<file path="src/ppmc_params.svh">
// ppmc_params.svh: offsets, field positions, reset values and timing counts
// for the parallel port mode and configuration block.
// assumes inclusion by bare name from the block's design files.
`ifndef PPMC_PARAMS_SVH
`define PPMC_PARAMS_SVH

// ----------------------------------------------------------------------------
// port register offsets from the port base
// ----------------------------------------------------------------------------
`define PPMC_OFS_DATA        11'h000
`define PPMC_OFS_STATUS      11'h001
`define PPMC_OFS_CONTROL     11'h002
`define PPMC_OFS_FIFO        11'h400
`define PPMC_OFS_EXT_CTRL    11'h402
`define PPMC_OFS_MODE_INDEX  11'h403
`define PPMC_OFS_MODE_DATA   11'h404

// ----------------------------------------------------------------------------
// configuration space indexes
// ----------------------------------------------------------------------------
`define PPMC_CFG_SETUP       8'hf0
`define PPMC_CFG_FUNC_EN     8'hf8
`define PPMC_CFG_IRQ_SEL     8'h70
`define PPMC_CFG_DMA_SEL     8'h74

// ----------------------------------------------------------------------------
// second level index and field positions
// ----------------------------------------------------------------------------
`define PPMC_IDX_SECOND_CTRL 3'h2
`define PPMC_SLC_COMPAT_BIT  7
`define PPMC_SLC_EPP19_BIT   4
`define PPMC_SETUP_DYN_BIT   4
`define PPMC_FER_PORT_EN_BIT 4
`define PPMC_CTR_STROBE_BIT  0
`define PPMC_CTR_AFEED_BIT   1
`define PPMC_CTR_INIT_BIT    2
`define PPMC_CTR_SELIN_BIT   3
`define PPMC_CTR_IRQEN_BIT   4
`define PPMC_CTR_DIR_BIT     5
`define PPMC_ECR_DMAEN_BIT   3

// ----------------------------------------------------------------------------
// reset values
// ----------------------------------------------------------------------------
`define PPMC_RST_SETUP       8'he0
`define PPMC_RST_EXT_CTRL    8'h60
`define PPMC_RST_CONTROL     8'h04
`define PPMC_RST_SECOND_CTRL 8'h00
`define PPMC_RST_FUNC_EN     8'h00
`define PPMC_RST_IRQ_SEL     4'h7
`define PPMC_RST_DMA_SEL     2'h3

// ----------------------------------------------------------------------------
// sizes and timing
// ----------------------------------------------------------------------------
`define PPMC_FIFO_DEPTH      32
`define PPMC_ECP_LEVELS      16
`define PPMC_CLK_PERIOD_NS   10
`define PPMC_STROBE_NS       50

`endif

</file>
<file path="src/ppmc_pkg.sv">
// ppmc_pkg.sv: types shared by the parallel port mode block.
// assumes nothing beyond a SystemVerilog compiler.
package ppmc_pkg;

  typedef enum logic [2:0] {
    PPMC_SPP_COMPAT = 3'b000,
    PPMC_SPP_EXT    = 3'b001,
    PPMC_OUT_FIFO   = 3'b010,
    PPMC_ECP        = 3'b011,
    PPMC_EPP17      = 3'b100,
    PPMC_EPP19      = 3'b101
  } ppmc_mode_t;

  typedef enum logic [1:0] {
    PPMC_DR_IDLE   = 2'b00,
    PPMC_DR_SETUP  = 2'b01,
    PPMC_DR_STROBE = 2'b10,
    PPMC_DR_HOLD   = 2'b11
  } ppmc_drain_t;

endpackage

</file>
<file path="src/ppmc_fifo.sv">
// ppmc_fifo.sv: synchronous FIFO with valid/ready on both sides.
// assumes one clock and a synchronous active-high reset.
`timescale 1ns/1ps
module ppmc_fifo #(
  parameter int WIDTH = 8,
  parameter int DEPTH = 32
) (
  input  wire logic                     core_clk,
  input  wire logic                     srst,
  input  wire logic                     in_valid,
  output logic                          in_ready,
  input  wire logic [WIDTH-1:0]         in_data,
  output logic                          out_valid,
  input  wire logic                     out_ready,
  output logic [WIDTH-1:0]              out_data,
  output logic [$clog2(DEPTH):0]        level
);
  localparam int AW = $clog2(DEPTH);

  logic [WIDTH-1:0] mem_r [DEPTH];
  logic [AW-1:0]    wptr_r;
  logic [AW-1:0]    rptr_r;
  logic [AW:0]      count_r;
  logic             push;
  logic             pop;

  assign in_ready  = (count_r != DEPTH[AW:0]);
  assign out_valid = (count_r != '0);
  assign out_data  = mem_r[rptr_r];
  assign level     = count_r;
  assign push      = in_valid && in_ready;
  assign pop       = out_valid && out_ready;

  always_ff @(posedge core_clk) begin
    if (push) begin
      mem_r[wptr_r] <= in_data;
    end
  end

  always_ff @(posedge core_clk) begin
    if (srst) begin
      wptr_r  <= '0;
      rptr_r  <= '0;
      count_r <= '0;
    end else begin
      if (push) begin
        wptr_r <= wptr_r + 1'b1;
      end
      if (pop) begin
        rptr_r <= rptr_r + 1'b1;
      end
      if (push && !pop) begin
        count_r <= count_r + 1'b1;
      end else if (pop && !push) begin
        count_r <= count_r - 1'b1;
      end
    end
  end
endmodule

</file>
<file path="src/ppmc_core.sv">
// ppmc_core.sv: parallel port mode selection, run-time reconfiguration,
// routing of interrupt and DMA, activation and handshake pin control.
// assumes a system I/O port with one-cycle read/write strobes and
// a configuration space port, both synchronous to core_clk.
`timescale 1ns/1ps
`include "ppmc_params.svh"
module ppmc_core (
  input  wire logic               core_clk,
  input  wire logic               srst,
  input  wire logic [10:0]        io_addr,
  input  wire logic               io_wr,
  input  wire logic               io_rd,
  input  wire logic [7:0]         io_wdata,
  output logic [7:0]              io_rdata,
  output logic                    io_wr_ready,
  input  wire logic [7:0]         cfg_index,
  input  wire logic               cfg_wr,
  input  wire logic               cfg_rd,
  input  wire logic [7:0]         cfg_wdata,
  output logic [7:0]              cfg_rdata,
  output ppmc_pkg::ppmc_mode_t    mode,
  output logic                    compat_variant,
  output logic                    full_handshake,
  output logic [7:0]              pd_o,
  output logic                    pd_oe,
  input  wire logic [7:0]         pd_i,
  output logic                    data_strobe_out_n,
  output logic                    data_strobe_oe,
  output logic                    auto_feed_out_n,
  output logic                    auto_feed_oe,
  output logic                    select_in_out_n,
  output logic                    select_in_oe,
  output logic                    init_out_n,
  output logic                    init_oe,
  input  wire logic               busy_i,
  input  wire logic               ack_n_i,
  input  wire logic               paper_end_i,
  input  wire logic               select_i,
  input  wire logic               error_n_i,
  output logic [15:0]             irq_o,
  output logic [15:0]             irq_oe,
  output logic [2:0]              drq_o,
  input  wire logic [2:0]         dack_i
);
  import ppmc_pkg::*;

  localparam int STROBE_CYC_I = (`PPMC_STROBE_NS + `PPMC_CLK_PERIOD_NS - 1) / `PPMC_CLK_PERIOD_NS;
  localparam logic [7:0] STROBE_CYC = (STROBE_CYC_I < 1) ? 8'h01 : STROBE_CYC_I[7:0];

  // --------------------------------------------------------------------------
  // configuration space registers
  // --------------------------------------------------------------------------
  logic [7:0] setup_r;
  logic [7:0] func_en_r;
  logic [3:0] irq_sel_r;
  logic [1:0] dma_sel_r;

  always_ff @(posedge core_clk) begin
    if (srst) begin
      setup_r   <= `PPMC_RST_SETUP;
      func_en_r <= `PPMC_RST_FUNC_EN;
      irq_sel_r <= `PPMC_RST_IRQ_SEL;
      dma_sel_r <= `PPMC_RST_DMA_SEL;
    end else if (cfg_wr) begin
      case (cfg_index)
        `PPMC_CFG_SETUP:   setup_r   <= cfg_wdata;
        `PPMC_CFG_FUNC_EN: func_en_r <= cfg_wdata;
        `PPMC_CFG_IRQ_SEL: irq_sel_r <= cfg_wdata[3:0];
        `PPMC_CFG_DMA_SEL: dma_sel_r <= cfg_wdata[1:0];
        default: ;
      endcase
    end
  end

  always_ff @(posedge core_clk) begin
    if (srst) begin
      cfg_rdata <= 8'h00;
    end else if (cfg_rd) begin
      case (cfg_index)
        `PPMC_CFG_SETUP:   cfg_rdata <= setup_r;
        `PPMC_CFG_FUNC_EN: cfg_rdata <= func_en_r;
        `PPMC_CFG_IRQ_SEL: cfg_rdata <= {4'h0, irq_sel_r};
        `PPMC_CFG_DMA_SEL: cfg_rdata <= {6'h00, dma_sel_r};
        default:           cfg_rdata <= 8'h00;
      endcase
    end
  end

  logic active;
  assign active = func_en_r[`PPMC_FER_PORT_EN_BIT];

  // --------------------------------------------------------------------------
  // port registers
  // --------------------------------------------------------------------------
  logic [7:0] latch_r;
  logic [7:0] ctr_r;
  logic [7:0] ecr_r;
  logic [2:0] index_r;
  logic [7:0] slc_r;
  logic       irq_stat_n_r;
  logic       ack_d_r;
  logic       wr_hit;
  logic       rd_hit;

  assign wr_hit = io_wr && active;
  assign rd_hit = io_rd && active;

  always_ff @(posedge core_clk) begin
    if (srst) begin
      latch_r <= 8'h00;
      ctr_r   <= `PPMC_RST_CONTROL;
      ecr_r   <= `PPMC_RST_EXT_CTRL;
      index_r <= 3'h0;
      slc_r   <= `PPMC_RST_SECOND_CTRL;
    end else if (wr_hit) begin
      case (io_addr)
        `PPMC_OFS_DATA:       latch_r <= io_wdata;
        `PPMC_OFS_CONTROL:    ctr_r   <= io_wdata;
        `PPMC_OFS_EXT_CTRL:   ecr_r   <= {io_wdata[7:2], 2'b00};
        `PPMC_OFS_MODE_INDEX: index_r <= io_wdata[2:0];
        `PPMC_OFS_MODE_DATA: begin
          if (index_r == `PPMC_IDX_SECOND_CTRL) begin
            slc_r <= io_wdata;
          end
        end
        default: ;
      endcase
    end
  end

  // --------------------------------------------------------------------------
  // effective mode decode
  // --------------------------------------------------------------------------
  logic dynamic;
  assign dynamic = setup_r[`PPMC_SETUP_DYN_BIT] &&
                   (setup_r[7:5] == 3'b110 || setup_r[7:5] == 3'b111 || setup_r[7:5] == 3'b100);

  always_comb begin
    mode = PPMC_ECP;
    if (!setup_r[7]) begin
      case (setup_r[6:5])
        2'b00:   mode = PPMC_SPP_COMPAT;
        2'b01:   mode = PPMC_SPP_EXT;
        2'b10:   mode = PPMC_EPP17;
        default: mode = PPMC_EPP19;
      endcase
    end else if (dynamic) begin
      case (ecr_r[7:5])
        3'b000:  mode = PPMC_SPP_COMPAT;
        3'b001:  mode = PPMC_SPP_EXT;
        3'b010:  mode = PPMC_OUT_FIFO;
        3'b100:  mode = slc_r[`PPMC_SLC_EPP19_BIT] ? PPMC_EPP19 : PPMC_EPP17;
        default: mode = PPMC_ECP;
      endcase
    end
  end

  assign compat_variant = dynamic && (mode != PPMC_ECP) && slc_r[`PPMC_SLC_COMPAT_BIT];
  assign full_handshake = (mode != PPMC_EPP17);

  // --------------------------------------------------------------------------
  // output FIFO and drain machine
  // --------------------------------------------------------------------------
  logic        fifo_mode;
  logic        fifo_in_valid;
  logic        fifo_in_ready;
  logic        fifo_out_valid;
  logic        fifo_out_ready;
  logic [7:0]  fifo_out_data;
  logic [5:0]  fifo_level;
  logic        ecp_room;
  logic        dma_ack;
  ppmc_drain_t drain_r;
  logic [7:0]  dcnt_r;
  logic [7:0]  drain_data_r;

  assign fifo_mode = active && (mode == PPMC_OUT_FIFO || mode == PPMC_ECP);
  // ECP exposes only 16 levels; the deeper buffer absorbs the drain pipeline
  assign ecp_room  = (mode != PPMC_ECP) || (fifo_level < 6'(`PPMC_ECP_LEVELS));
  assign dma_ack   = (dack_i != 3'b000) && (mode == PPMC_ECP) && ecr_r[`PPMC_ECR_DMAEN_BIT];
  assign fifo_in_valid = fifo_mode && ecp_room &&
                         ((io_wr && io_addr == `PPMC_OFS_FIFO) || dma_ack);
  assign io_wr_ready   = fifo_in_ready && ecp_room;
  assign fifo_out_ready = (drain_r == PPMC_DR_IDLE) && fifo_mode && !ctr_r[`PPMC_CTR_DIR_BIT] && !busy_i;

  ppmc_fifo #(
    .WIDTH (8),
    .DEPTH (`PPMC_FIFO_DEPTH)
  ) u_fifo (
    .core_clk  (core_clk),
    .srst      (srst),
    .in_valid  (fifo_in_valid),
    .in_ready  (fifo_in_ready),
    .in_data   (io_wdata),
    .out_valid (fifo_out_valid),
    .out_ready (fifo_out_ready),
    .out_data  (fifo_out_data),
    .level     (fifo_level)
  );

  // busy from the printer stalls the drain, which backs the FIFO up
  always_ff @(posedge core_clk) begin
    if (srst) begin
      drain_r      <= PPMC_DR_IDLE;
      dcnt_r       <= 8'h00;
      drain_data_r <= 8'h00;
    end else begin
      case (drain_r)
        PPMC_DR_IDLE: begin
          if (fifo_out_valid && fifo_out_ready) begin
            drain_data_r <= fifo_out_data;
            drain_r      <= PPMC_DR_SETUP;
          end
        end
        PPMC_DR_SETUP: begin
          dcnt_r  <= STROBE_CYC;
          drain_r <= PPMC_DR_STROBE;
        end
        PPMC_DR_STROBE: begin
          dcnt_r <= dcnt_r - 8'h01;
          if (dcnt_r == 8'h01) begin
            drain_r <= PPMC_DR_HOLD;
          end
        end
        PPMC_DR_HOLD: begin
          if (!busy_i) begin
            drain_r <= PPMC_DR_IDLE;
          end
        end
        default: drain_r <= PPMC_DR_IDLE;
      endcase
    end
  end

  // --------------------------------------------------------------------------
  // status, read path and interrupt status
  // --------------------------------------------------------------------------
  always_ff @(posedge core_clk) begin
    if (srst) begin
      ack_d_r      <= 1'b1;
      irq_stat_n_r <= 1'b1;
    end else begin
      ack_d_r <= ack_n_i;
      // a new acknowledge edge beats a clearing status read
      if (mode == PPMC_SPP_EXT && ctr_r[`PPMC_CTR_IRQEN_BIT] && !ack_d_r && ack_n_i) begin
        irq_stat_n_r <= 1'b0;
      end else if (rd_hit && io_addr == `PPMC_OFS_STATUS) begin
        irq_stat_n_r <= 1'b1;
      end
    end
  end

  logic [7:0] status;
  assign status = {~busy_i, ack_n_i, paper_end_i, select_i, error_n_i,
                   (mode == PPMC_SPP_EXT) ? irq_stat_n_r : 1'b1, 1'b1, 1'b1};

  always_ff @(posedge core_clk) begin
    if (srst) begin
      io_rdata <= 8'h00;
    end else if (rd_hit) begin
      case (io_addr)
        `PPMC_OFS_DATA:       io_rdata <= (mode != PPMC_SPP_COMPAT && ctr_r[`PPMC_CTR_DIR_BIT]) ?
                                          pd_i : latch_r;
        `PPMC_OFS_STATUS:     io_rdata <= status;
        `PPMC_OFS_CONTROL:    io_rdata <= ctr_r;
        `PPMC_OFS_EXT_CTRL:   io_rdata <= {ecr_r[7:2], !ecp_room || !fifo_in_ready, !fifo_out_valid};
        `PPMC_OFS_MODE_INDEX: io_rdata <= {5'h00, index_r};
        `PPMC_OFS_MODE_DATA:  io_rdata <= (index_r == `PPMC_IDX_SECOND_CTRL) ? slc_r : 8'h00;
        default:              io_rdata <= 8'h00;
      endcase
    end
  end

  // --------------------------------------------------------------------------
  // pins
  // --------------------------------------------------------------------------
  logic drain_strobe;
  assign drain_strobe = (drain_r == PPMC_DR_STROBE);
  assign pd_o  = (drain_r != PPMC_DR_IDLE) ? drain_data_r : latch_r;
  // compatible mode ignores the direction bit: drives whenever the port is active
  assign pd_oe = active && ((mode == PPMC_SPP_COMPAT) || !ctr_r[`PPMC_CTR_DIR_BIT]);

  assign data_strobe_out_n = !(ctr_r[`PPMC_CTR_STROBE_BIT] || drain_strobe);
  assign auto_feed_out_n   = !ctr_r[`PPMC_CTR_AFEED_BIT];
  assign select_in_out_n   = !ctr_r[`PPMC_CTR_SELIN_BIT];
  assign init_out_n        = !srst && active && ctr_r[`PPMC_CTR_INIT_BIT];
  assign init_oe           = 1'b1;
  assign data_strobe_oe    = active && !srst;
  assign auto_feed_oe      = active && !srst;
  assign select_in_oe      = active && !srst;

  logic port_irq;
  logic irq_legal;
  assign port_irq  = !irq_stat_n_r || (mode == PPMC_SPP_COMPAT && ctr_r[`PPMC_CTR_IRQEN_BIT] && !ack_n_i);
  assign irq_legal = irq_sel_r != 4'h0 && irq_sel_r != 4'h2 && irq_sel_r != 4'hd;

  genvar gi;
  generate
    for (gi = 0; gi < 16; gi++) begin : g_irq
      assign irq_o[gi]  = port_irq;
      assign irq_oe[gi] = active && !srst && irq_legal && (irq_sel_r == 4'(gi));
    end
    for (gi = 0; gi < 3; gi++) begin : g_drq
      assign drq_o[gi] = active && (dma_sel_r == 2'(gi + 1)) && (mode == PPMC_ECP) &&
                         ecr_r[`PPMC_ECR_DMAEN_BIT] && ecp_room && fifo_in_ready;
    end
  endgenerate
endmodule

</file>
<file path="config.mk">
export PLATFORM = sky130hd
export DESIGN_NAME = ppmc_core
export DESIGN_NICKNAME = d
export VERILOG_FILES = /design/src/ppmc_pkg.sv /design/src/ppmc_fifo.sv /design/src/ppmc_core.sv
export VERILOG_INCLUDE_DIRS = /design/src
export SDC_FILE = /design/constraint.sdc
export NUM_CORES = 1
export LEC_CHECK = 0
export BUFFER_PORTS_ARGS = -buffer_cell sky130_fd_sc_hd__buf_2
export CAP_MARGIN = 15
export CELL_PAD_IN_SITES_DETAIL_PLACEMENT = 0
export CELL_PAD_IN_SITES_GLOBAL_PLACEMENT = 1
export CORE_MARGIN = 5
export CORE_UTILIZATION = 49
export CTS_CLUSTER_SIZE = 14
export DETAILED_ROUTE_END_ITERATION = 16
export PLACE_DENSITY_LB_ADDON = 0.25
export SYNTH_ARGS = -nofsm -noshare
export SYNTH_HDL_FRONTEND = slang
export SYNTH_HIERARCHICAL = 1
export SYNTH_SLANG_ARGS = --single-unit
</file>
<file path="constraint.sdc">
create_clock -name core_clk -period 5.6 [get_ports core_clk]
set_input_delay 1.12 -clock core_clk [delete_from_list [all_inputs] [get_ports core_clk]]
set_output_delay 1.12 -clock core_clk [all_outputs]
set_load 0.01 [all_outputs]
</file>
# Word level (Yosys, flattened, before mapping)
# Memory sizes are Yosys's and may differ from the RTL's. A register that Yosys moved wholly into a read port is not among the register bits.
# Cells that the tools add are included.
[totals]
regBits = 99
ram_bits = 256
input_bits = 57
output_inout_bits = 74
wordCells = 211
n_memories = 1
[classes]
addsub = 5
n_lt_le_gt_ge = 1
eq_ne = 52
muxes = 22
bitwise = 1
n_reduce_logical = 111
[mem_list]
columns = ["memory", "words", "word_bits", "rd", "rd_clocked_by_memory_dff", "wr", "line_no", "rtl"]
rows = [
  ["u_fifo.mem_r", 32, 8, 1, 1, 1, "ppmc_fifo.sv:20", "logic [WIDTH-1:0] mem_r [DEPTH];"],
]
[ops]
columns = ["op", "n"]
rows = [
  ["1-bit logical AND", 63],
  ["8-bit one-hot mux with 6 select lines", 1],
  ["11-bit equality test (second input constant)", 4],
  ["4-bit equality test (second input constant)", 8],
  ["8-bit one-hot mux with 4 select lines", 1],
  ["8-bit two-way mux", 3],
  ["2-bit AND reduction", 9],
  ["4-bit by 3-bit equality test with 1-bit output (second input constant)", 4],
  ["8-bit by 7-bit equality test with 1-bit output (second input constant)", 2],
  ["8-bit equality test (second input constant)", 2],
  ["8-bit one-hot mux with 2 select lines", 1],
  ["1-bit zero test", 14],
  ["3-bit by 2-bit equality test with 1-bit output (second input constant)", 4],
  ["3-bit equality test (second input constant)", 4],
  ["6-bit two-way mux", 2],
  ["3-bit one-hot mux with 4 select lines", 1],
  ["11-bit by 1-bit equality test with 1-bit output (second input constant)", 1],
  ["11-bit by 2-bit equality test with 1-bit output (second input constant)", 1],
  ["11-bit zero test", 1],
  ["5-bit by 1-bit adder with 5-bit output (second input constant)", 2],
  ["2-bit equality test (second input constant)", 5],
  ["1-bit logical OR", 9],
  ["3-bit one-hot mux with 3 select lines", 1],
  ["4-bit by 2-bit equality test with 1-bit output (second input constant)", 2],
  ["other kinds (28)", 47],
]

# Depth between registers and ports, before layout
# Gate-level depths: netlist of run 1.
[depth]
depth_word = 16
depth_mapped = 14
mapped_depth_nobuf = 13

# Hierarchy
# Netlist of run 1, hierarchy kept.
[by_module_without_submodules]
columns = ["mod", "n_inst", "cells_each", "area_each_um2", "seq_area_each_um2"]
rows = [
  ["ppmc_fifo", 1, 626, 11095.6, 8107.8],
  ["ppmc_core", 1, 573, 4838.4, 1821.7],
]

# Least setup slack after synthesis of run 1
# No wires, ideal clock.
[synth_timing]
path_kind = "input to register"
startpoint = "in io_addr[3]"
endpoint = "reg u_fifo.count_r[5] (netlist: u_fifo/level[5])"
setup_time_ns = 0.062
t_arrival_ns = 4.259
t_required_ns = 5.538
slack_ns = 1.279
path_stages = 14
path_buffers = 2
path_cell_list = "or3_1 -> clkbuf_1 -> nor3_1 -> nand4_1 -> a211oi_1 -> o31a_1 -> buf_6 -> ha_1 -> inv_1 -> ha_1 -> and3_2 -> a2111oi_0 -> o22ai_1 -> nand3_1"
[synth_via]
elab_chain_len = 8
elab_cells_between_ends = 10
cone_classes = "eq/ne (1); mux (1); reduce/logical (8)"
[synth_rtl]
columns = ["item", "line_no", "rtl"]
rows = [
  ["from (decl)", "ppmc_core.sv:10", "input wire logic [10:0] io_addr,"],
  ["11-bit equality test (no line) (*)", "-", ""],
  ["1-bit logical AND (no line) (*)", "-", ""],
  ["1-bit logical OR (*)", "ppmc_core.sv:182", "((io_wr && io_addr == `PPMC_OFS_FIFO) || dma_ack);"],
  ["1-bit logical AND (*)", "ppmc_core.sv:181", "assign fifo_in_valid = fifo_mode && ecp_room &&"],
  ["named net fifo_in_valid", "ppmc_core.sv:165", "logic fifo_in_valid;"],
  ["1-bit logical AND (*)", "ppmc_fifo.sv:31", "assign push = in_valid && in_ready;"],
  ["named net u_fifo.push", "ppmc_fifo.sv:24", "logic push;"],
  ["1-bit zero test", "ppmc_fifo.sv:54", "end else if (pop && !push) begin"],
  ["1-bit logical AND", "ppmc_fifo.sv:54", ""],
  ["2-bit nonzero test (no line)", "-", ""],
  ["to (signal assigned)", "ppmc_fifo.sv:53", "count_r <= count_r + 1'b1;"],
  ["to (signal assigned)", "ppmc_fifo.sv:55", "count_r <= count_r - 1'b1;"],
  ["to (decl)", "ppmc_fifo.sv:23", "logic [AW:0] count_r;"],
]
# Mark *: on every way through the listed nets, which the timed path passes. The rest lies on a longest branch.
# A chain may end at the register's enable or synchronous reset.

# Worst setup path after layout of run 1
[layout_timing]
startpoint = "in io_addr[3]"
endpoint = "reg u_fifo.count_r[5] (netlist: u_fifo/level[5])"
[layout_via]
elab_chain_len = 8
elab_cells_between_ends = 10
cone_classes = "eq/ne (1); mux (1); reduce/logical (8)"
[layout_rtl]
columns = ["item", "line_no"]
rows = [
  ["11-bit equality test (no line) (*)", "-"],
  ["1-bit logical AND (no line) (*)", "-"],
  ["1-bit logical OR (*)", "ppmc_core.sv:182"],
  ["1-bit logical AND (*)", "ppmc_core.sv:181"],
  ["named net fifo_in_valid", "ppmc_core.sv:165"],
  ["1-bit logical AND (*)", "ppmc_fifo.sv:31"],
  ["1-bit zero test", "ppmc_fifo.sv:54"],
  ["1-bit logical AND", "ppmc_fifo.sv:54"],
  ["2-bit nonzero test (no line)", "-"],
]
# Marks and branches as above.

==> results of run 1 <==
[worst register-to-register path, stage by stage, from the launching register on]
cell and delay (ns):
dfxtp_1 0.38, nor2b_1 0.30, o41ai_4 0.16, inv_1 0.32
o311ai_0 0.35, a211oi_1 0.55, o31a_1 0.48, ha_1 0.35
inv_1 0.18, ha_1 0.31, and3_2 0.23, a2111oi_0 0.38
o22ai_1 0.15, nand3_1 0.08
[Yosys cell counts (all sizes together) (5+ instances only)]
| cell | count |
|---|---|
| a21oi | 26 |
| a221oi | 10 |
| a222oi | 9 |
| a22o | 13 |
| a22oi | 34 |
| a2bb2oi | 5 |
| and2 | 7 |
| and3 | 8 |
| buf | 49 |
| clkbuf | 37 |
| dfxtp | 112 |
| edfxtp | 256 |
| ha | 16 |
| inv | 31 |
| mux2 | 12 |
| mux2i | 111 |
| mux4 | 32 |
| nand2 | 64 |
| nand2b | 6 |
| nand3 | 59 |
| nand3b | 8 |
| nor2 | 130 |
| nor2b | 16 |
| nor3 | 13 |
| nor4 | 14 |
| o21a | 6 |
| o21ai | 17 |
| o31ai | 5 |
| or3 | 6 |
| xor2 | 10 |
[through the flow]
stage | worst slack (ns) | total power, uW | area (sq um) | hold slack [ns]
4_1_cts | 1.073 | 5570 | 17970 | 0.4581
3_3_place_gp | 0.6015 | 3074 | 16710 | 0.4446
5_1_grt | 0.7373 | 5695 | 17990 | 0.4775
3_5_place_dp | 0.5452 | 3076 | 16710 | 0.4494
6_report | 1.052 | 5519 | 17990 | 0.4556
2_1_floorplan | 1.279 | 3001 | 15940 | 0.4357
[layer usage]
layer  track usage [%]  vias up  wire length, um
li1                  -     4707                -
met1             30.46     5035            17280
met2             33.50      288            18490
met3             3.149       61             2147
met4             5.470        0              884
met5                 0        -                0
[where the power goes]
part	switching [uW]	total, uW	internal [uW]
logic	86.7	112	24.9
registers	0.421	2910	2900
clock network	1040	2500	1460
[kinds of logic (layout without fill, tap and decap cells)]
logic type | Yosys count | after routing
flip-flops | 368 | 368
AND/OR/NAND/NOR | 359 | 359
AO/OA/AOI/OAI | 167 | 167
multiplexers | 155 | 155
buffers and inverters | 118 | 237
adder cells (fa/ha/maj) | 17 | 17
XOR/XNOR | 13 | 13
other | 2 | 4
[layout make-up]
type | instances | area [sq um]
clock inverter | 22 | 229.0
sequential | 368 | 9935
fill | 2667 | 14300
multi-input combinational | 715 | 5421
inverter | 32 | 120.1
timing repair buffer | 134 | 700.7
tap | 442 | 553.0
clock buffer | 49 | 1033
[how the worst max path moves through the flow]
stage | cells past startpoint | to | from | slack, ns
final | 13 | u_fifo/level[5] | io_addr[3] | 1.05
after floorplan | 14 | u_fifo/level[5] | io_addr[3] | 1.28
after CTS | 13 | u_fifo/level[5] | io_addr[3] | 1.07
after detailed placement | 13 | u_fifo/level[5] | io_addr[3] | 0.55
after global routing | 13 | u_fifo/level[5] | io_addr[3] | 0.74
after global placement | 13 | u_fifo/level[5] | io_addr[3] | 0.60
[flip-flops by register name, indices dropped and copies added, names as in the netlist, 6 cells and up, named ones only]
name,cells
cfg_rdata,8
ctr_r,8
dcnt_r,8
drain_data_r,8
ecr_r,6
func_en_r,8
io_rdata,8
latch_r,8
setup_r,8
slc_r,8
u_fifo/level,6
u_fifo/mem_r,256
==> results by group, run 1 <==
Outcome
  • Status: completed

Yosys
  • Register area share after synthesis: 62.32%
  • Netlist cell types: slightly above 80
  • Synth Area in Simple Gates: around 11%
  • Ys flop type: edfxtp_1
  • Compound-Gate Fraction of Synth Area: under 10%
  • Synth Area in Adders: 1.382%
  • Synth Register Bits: approximately 370
  • Ys Warns: 6
  • Post-synth EDFFs: 256
  • Area contributors post-synth: edfxtp_1 (48%), dfxtp_1 (14%), mux2i_1 (7.0%)
  • Share of the synthesized area in the top cell type: 48.24%
  • Post-Synthesis Cells: around 1.2k
  • Mapped cell area: approximately 16000 sq um
  • Post-synth ARST share: 0%
  • Cell taking the most area after synthesis: edfxtp_1
  • Main combinational cell family by area after synthesis: multiplexers
  • Avg Cell Area, Syn: 13.29 sq um
  • Post-Synth XOR/XNOR Area: less than 1%
  • Multiplexer share of the synthesized area: 12.34%

Worst hold path
  • Hold Path Depth: 2
  • Hold EP: func_en_r[6]
  • Min-Delay Path Class: flip-flop to flip-flop
  • HP Start: func_en_r[6]

GRT
  • Maximum number of pins on one net before global-route repair: 67
  • Vias in the first global route: around 9.8k
  • Initial antenna violation count: 0
  • Gr ovfl total: 0
  • GRT Total Usage: approximately a fifth
  • Wire length of the first global-routing pass: 58330 um

Clock network
  • CTS Buf Count: 39
  • Clock Sink Count: between 300 and 400
  • # H-tree levels: 2
  • Clock slew seen by the registers of the worst setup and hold paths: about 0.06 ns
  • CTS tree: done
  • Clk_lat worst skew: around 0.54 ns
  • Root Driver: clkbuf_16
  • Post-CTS Hold Fix Bufs: 0
  • Buffer count from post-CTS setup fixing: 0
  • Maximum clock path buffer count: 3
  • Resized cells post-CTS: 0

Timing
  • Tmin final: 4.548 ns
  • Setup-failing EPs final: 0
  • Max Freq: roughly 220 MHz
  • Worst slew pin tran: roughly 1.2 ns
  • Clock skew: between 0.02 and 0.025 ns
  • Hold Fails Final Rpt: 0
  • Fin Setup TNS: 0 ns
  • Tcrit/Tclk final: about four fifths
  • Final Slew Violations: 0
  • Slew headroom: approximately 17%
  • RSZ-0062 raised after global routing: no

Worst setup path
  • Buffers & Inverters on Critical Path: 2
  • Kind of critical path: input port to flip-flop
  • R2R setup slack: ~1.3 ns
  • CP top delay family: compound AO/OA/AOI/OAI gates
  • Worst r2r path cells: 13
  • Reg2reg start: setup_r[5]
  • Critical path's largest stage delay: 0.58 ns
  • Critical Path AT: around 5.0 ns
  • Critical Path Start Type: input port
  • Worst EP required: between 6 and 7 ns
  • CP Max Fanout: 10
  • CP dominant cell by count: ha_1
  • Worst path cell trace: buf_2 > or3_1 > nor3_1 > nand4_1 > a211oi_1 > o31a_1 > ha_1 > inv_1 > ha_1 > and3_2 > a2111oi_0 > o22ai_1 > nand3_1
  • Slowest CP cell: or3_1
  • Crit. End Element: flip-flop
  • R2r endpoint: u_fifo/level[5]

Drt
  • First-pass detailed-route iteration total: 5
  • DRT antenna net count: 0
  • Wire per inst: 22.02 um
  • Vias/cell: ~5.7
  • DRC errors left: 0
  • Vias: 10.09k
  • DRT iter0 DRCs: slightly below 900
  • Final wirelength: between 30000 and 40000 um

Placement
  • Detailed Place HPWL: approximately 25000 um
  • I/O Buffers: about 130
  • Placed Instances: around 1.7k
  • GPL Wtd Cong: ~0.88

Pwr
  • Max VDD drop: 0.2733 mV
  • Lkg Pwr: around 0.0063 uW
  • PD cells: 306.8 nW/um^2

Layout
  • Layout net count: between 1k and 1.5k
  • Area delta synth->final: 12.92%
  • Most frequent cells in the layout: edfxtp_1 (256), nor2_1 (129), buf_2 (125)
  • ANT cells: 0
  • Util after Layout: between 50% and 60%
  • Layout cells sized above 1: between 15 and 20%
  • Commonest non-fill, non-tap cell in the layout: edfxtp_1
  • Fin cells: ~1.8k

Job
  • Max Cap Violations: 0

Floorplan
  • Row count: between 60 and 70
  • Starting density of the core: between 40% and 50%
  • Die area: 36230 sq um
  • DIE WIDTH: 190.3 um
  • Top-Level Pins: about 130
  • Core Box Area: approximately 32000 sq um
  • Die Ht: between 150 and 200 um
Note: power is estimated with default switching activity, not from simulation.
==> run 2, diff against run 1 <==
Settings changed: CORE_UTILIZATION 49 to 45.
Clock period 5.6 ns to 3.8 ns, I/O delays scaled along.
==> results by group, run 2 (synthesis gave the netlist of run 1 again) <==
Worst setup path
  • Kind of critical path: input port to flip-flop
  • R2r endpoint: u_fifo/level[5]
  • Reg2reg start: setup_r[5]
  • CP Max Fanout: 4
  • Worst r2r path cells: 14
  • Critical Path AT: slightly below 4 ns
  • Worst EP required: ~4.3 ns
  • Critical Path Start Type: input port
  • R2R setup slack: around 0.48 ns
  • Crit. End Element: flip-flop

Drt
  • DRT iter0 DRCs: around 770
  • Vias/cell: between 5 and 6
  • Vias: ~10k
  • Wire per inst: between 20 and 25 um
  • Final wirelength: a little under 40000 um
  • First-pass detailed-route iteration total: 5
  • DRC errors left: 0
  • DRT antenna net count: 0

Layout
  • FILL cells: about 3.0k
  • Layout cells sized above 1: a little under a quarter
  • Area delta synth->final: 15.38%
  • Biggest register: u_fifo/mem_r
  • Layout net count: ~1.4k
  • Largest register FFs: 256
  • Fin cells: between 1.5k and 2k
  • ANT cells: 0
  • Sequential cell area: slightly below 10000 sq um
  • Most frequent cells in the layout: edfxtp_1 (256), nor2_1 (129), buf_2 (125)
  • Multi-input logic area: roughly 5400 sq um
  • Util after Layout: a little over half
  • Design area: around 18000 sq um
  • Commonest non-fill, non-tap cell in the layout: edfxtp_1

Floorplan
  • Die Ht: 198.2 um
  • Row count: 69
  • DIE WIDTH: a little under 200 um
  • Core Box Area: between 30000 and 40000 sq um
  • Starting density of the core: between 40% and 50%
  • Die area: 39270 sq um
  • Top-Level Pins: about 130

Placement
  • Detailed Place HPWL: 25660 um
  • Placed Instances: 1759
  • Placement Cell Area: around 17000 sq um
  • I/O Buffers: ~130
  • GPL Wtd Cong: 0.8798

GRT
  • Wire length of the first global-routing pass: roughly 59000 um
  • Gr ovfl total: 0
  • Maximum number of pins on one net before global-route repair: just over 90
  • GRT Total Usage: just under 20%
  • Initial antenna violation count: 0
  • Vias in the first global route: 10.06k

Clock network
  • Clock slew seen by the registers of the worst setup and hold paths: ~0.060 ns
  • Resized cells post-CTS: 0
  • # H-tree levels: 2
  • CTS Buf Count: 39
  • Root Driver: clkbuf_16
  • Clk_lat worst skew: ~0.53 ns
  • CTS tree: done
  • Post-CTS Hold Fix Bufs: 0
  • Clock Sink Count: about 370
  • Buffer count from post-CTS setup fixing: 0
  • Maximum clock path buffer count: 3

Timing
  • Tmin final: approximately 3.4 ns
  • Setup-failing EPs final: 0
  • Hold Fails Final Rpt: 0
  • Worst slew pin tran: ~1.1 ns
  • Clock skew: 0.01483 ns
  • Max Freq: between 200 and 300 MHz
  • Fin Setup TNS: 0 ns
  • Final Slew Violations: 0
  • RSZ-0062 raised after global routing: no
  • Slew headroom: roughly 25%
  • Tcrit/Tclk final: ~90%

Worst hold path
  • Hold EP: func_en_r[3]
  • HP Start: func_en_r[3]
  • Hold Path Depth: 2
  • Min-Delay Path Class: flip-flop to flip-flop

Pwr
  • Overall power consumption: approximately 8100 uW
  • Max VDD drop: roughly 0.37 mV
  • Lkg Pwr: between 0.006 and 0.007 uW
  • PD cells: 439.4 nW/um^2

Outcome
  • Status: completed

Job
  • Max Cap Violations: 0
==> run 2: per-layer routing <==
layer,track usage (%),vias up,routed length (um)
met3,3.471,52,2224
met2,31.88,267,19130
met5,0,-,0
li1,-,4806,-
met4,4.973,0,735
met1,27.19,4996,16670
==> run 2: final cells by class <==
cell class / count / area share, %
clock buffer: 52 / 5.914
multi-input combinational: 715 / 29.53
timing repair buffer: 183 / 5.908
tap: 461 / 3.138
inverter: 32 / 0.6534
clock inverter: 18 / 0.8167
sequential: 368 / 54.04
==> run 2: power breakdown <==
group / leakage (uW) / internal, uW / total (uW) / switching, uW
clock network: 0.000607 / 2150 / 3630 / 1480
logic: 0.00271 / 38.3 / 164 / 126
registers: 0.00320 / 4280 / 4280 / 0.569
total: 0.00652 / 6470 / 8080 / 1610
==> run 2: worst max-delay path, stage by stage <==
cell and delay [ns]:
buf_2 0.10, or4_4 0.53, nor3_1 0.31, nand4_1 0.22, a211oi_2 0.25, o31a_1 0.21, ha_2 0.19, inv_1 0.08
ha_1 0.28, and3_2 0.23, a2111oi_0 0.47, o22ai_1 0.17, nand3_1 0.08
==> run 2: worst max-delay path by stage <==
stage                from         endpoint  slack, ns  cells past startpoint
2_1_floorplan  io_addr[7]  u_fifo/level[5]       0.03                     14
3_3_place_gp   io_addr[7]  u_fifo/level[5]     -0.002                     13
3_5_place_dp   io_addr[7]  u_fifo/level[5]      -0.06                     13
4_1_cts          ecr_r[5]         drq_o[1]       0.36                      6
5_1_grt          ecr_r[5]         drq_o[0]        0.1                      6
6_report       io_addr[7]  u_fifo/level[5]       0.37                     13
==> run 2: through the flow <==
stage	hold slack, ns	setup slack [ns]
after floorplan	0.4357	0.03437
after global placement	0.4438	-0.001726
after detailed placement	0.4490	-0.05564
after CTS	0.4571	0.3621
after global routing	0.4774	0.09657
final	0.4576	0.3731
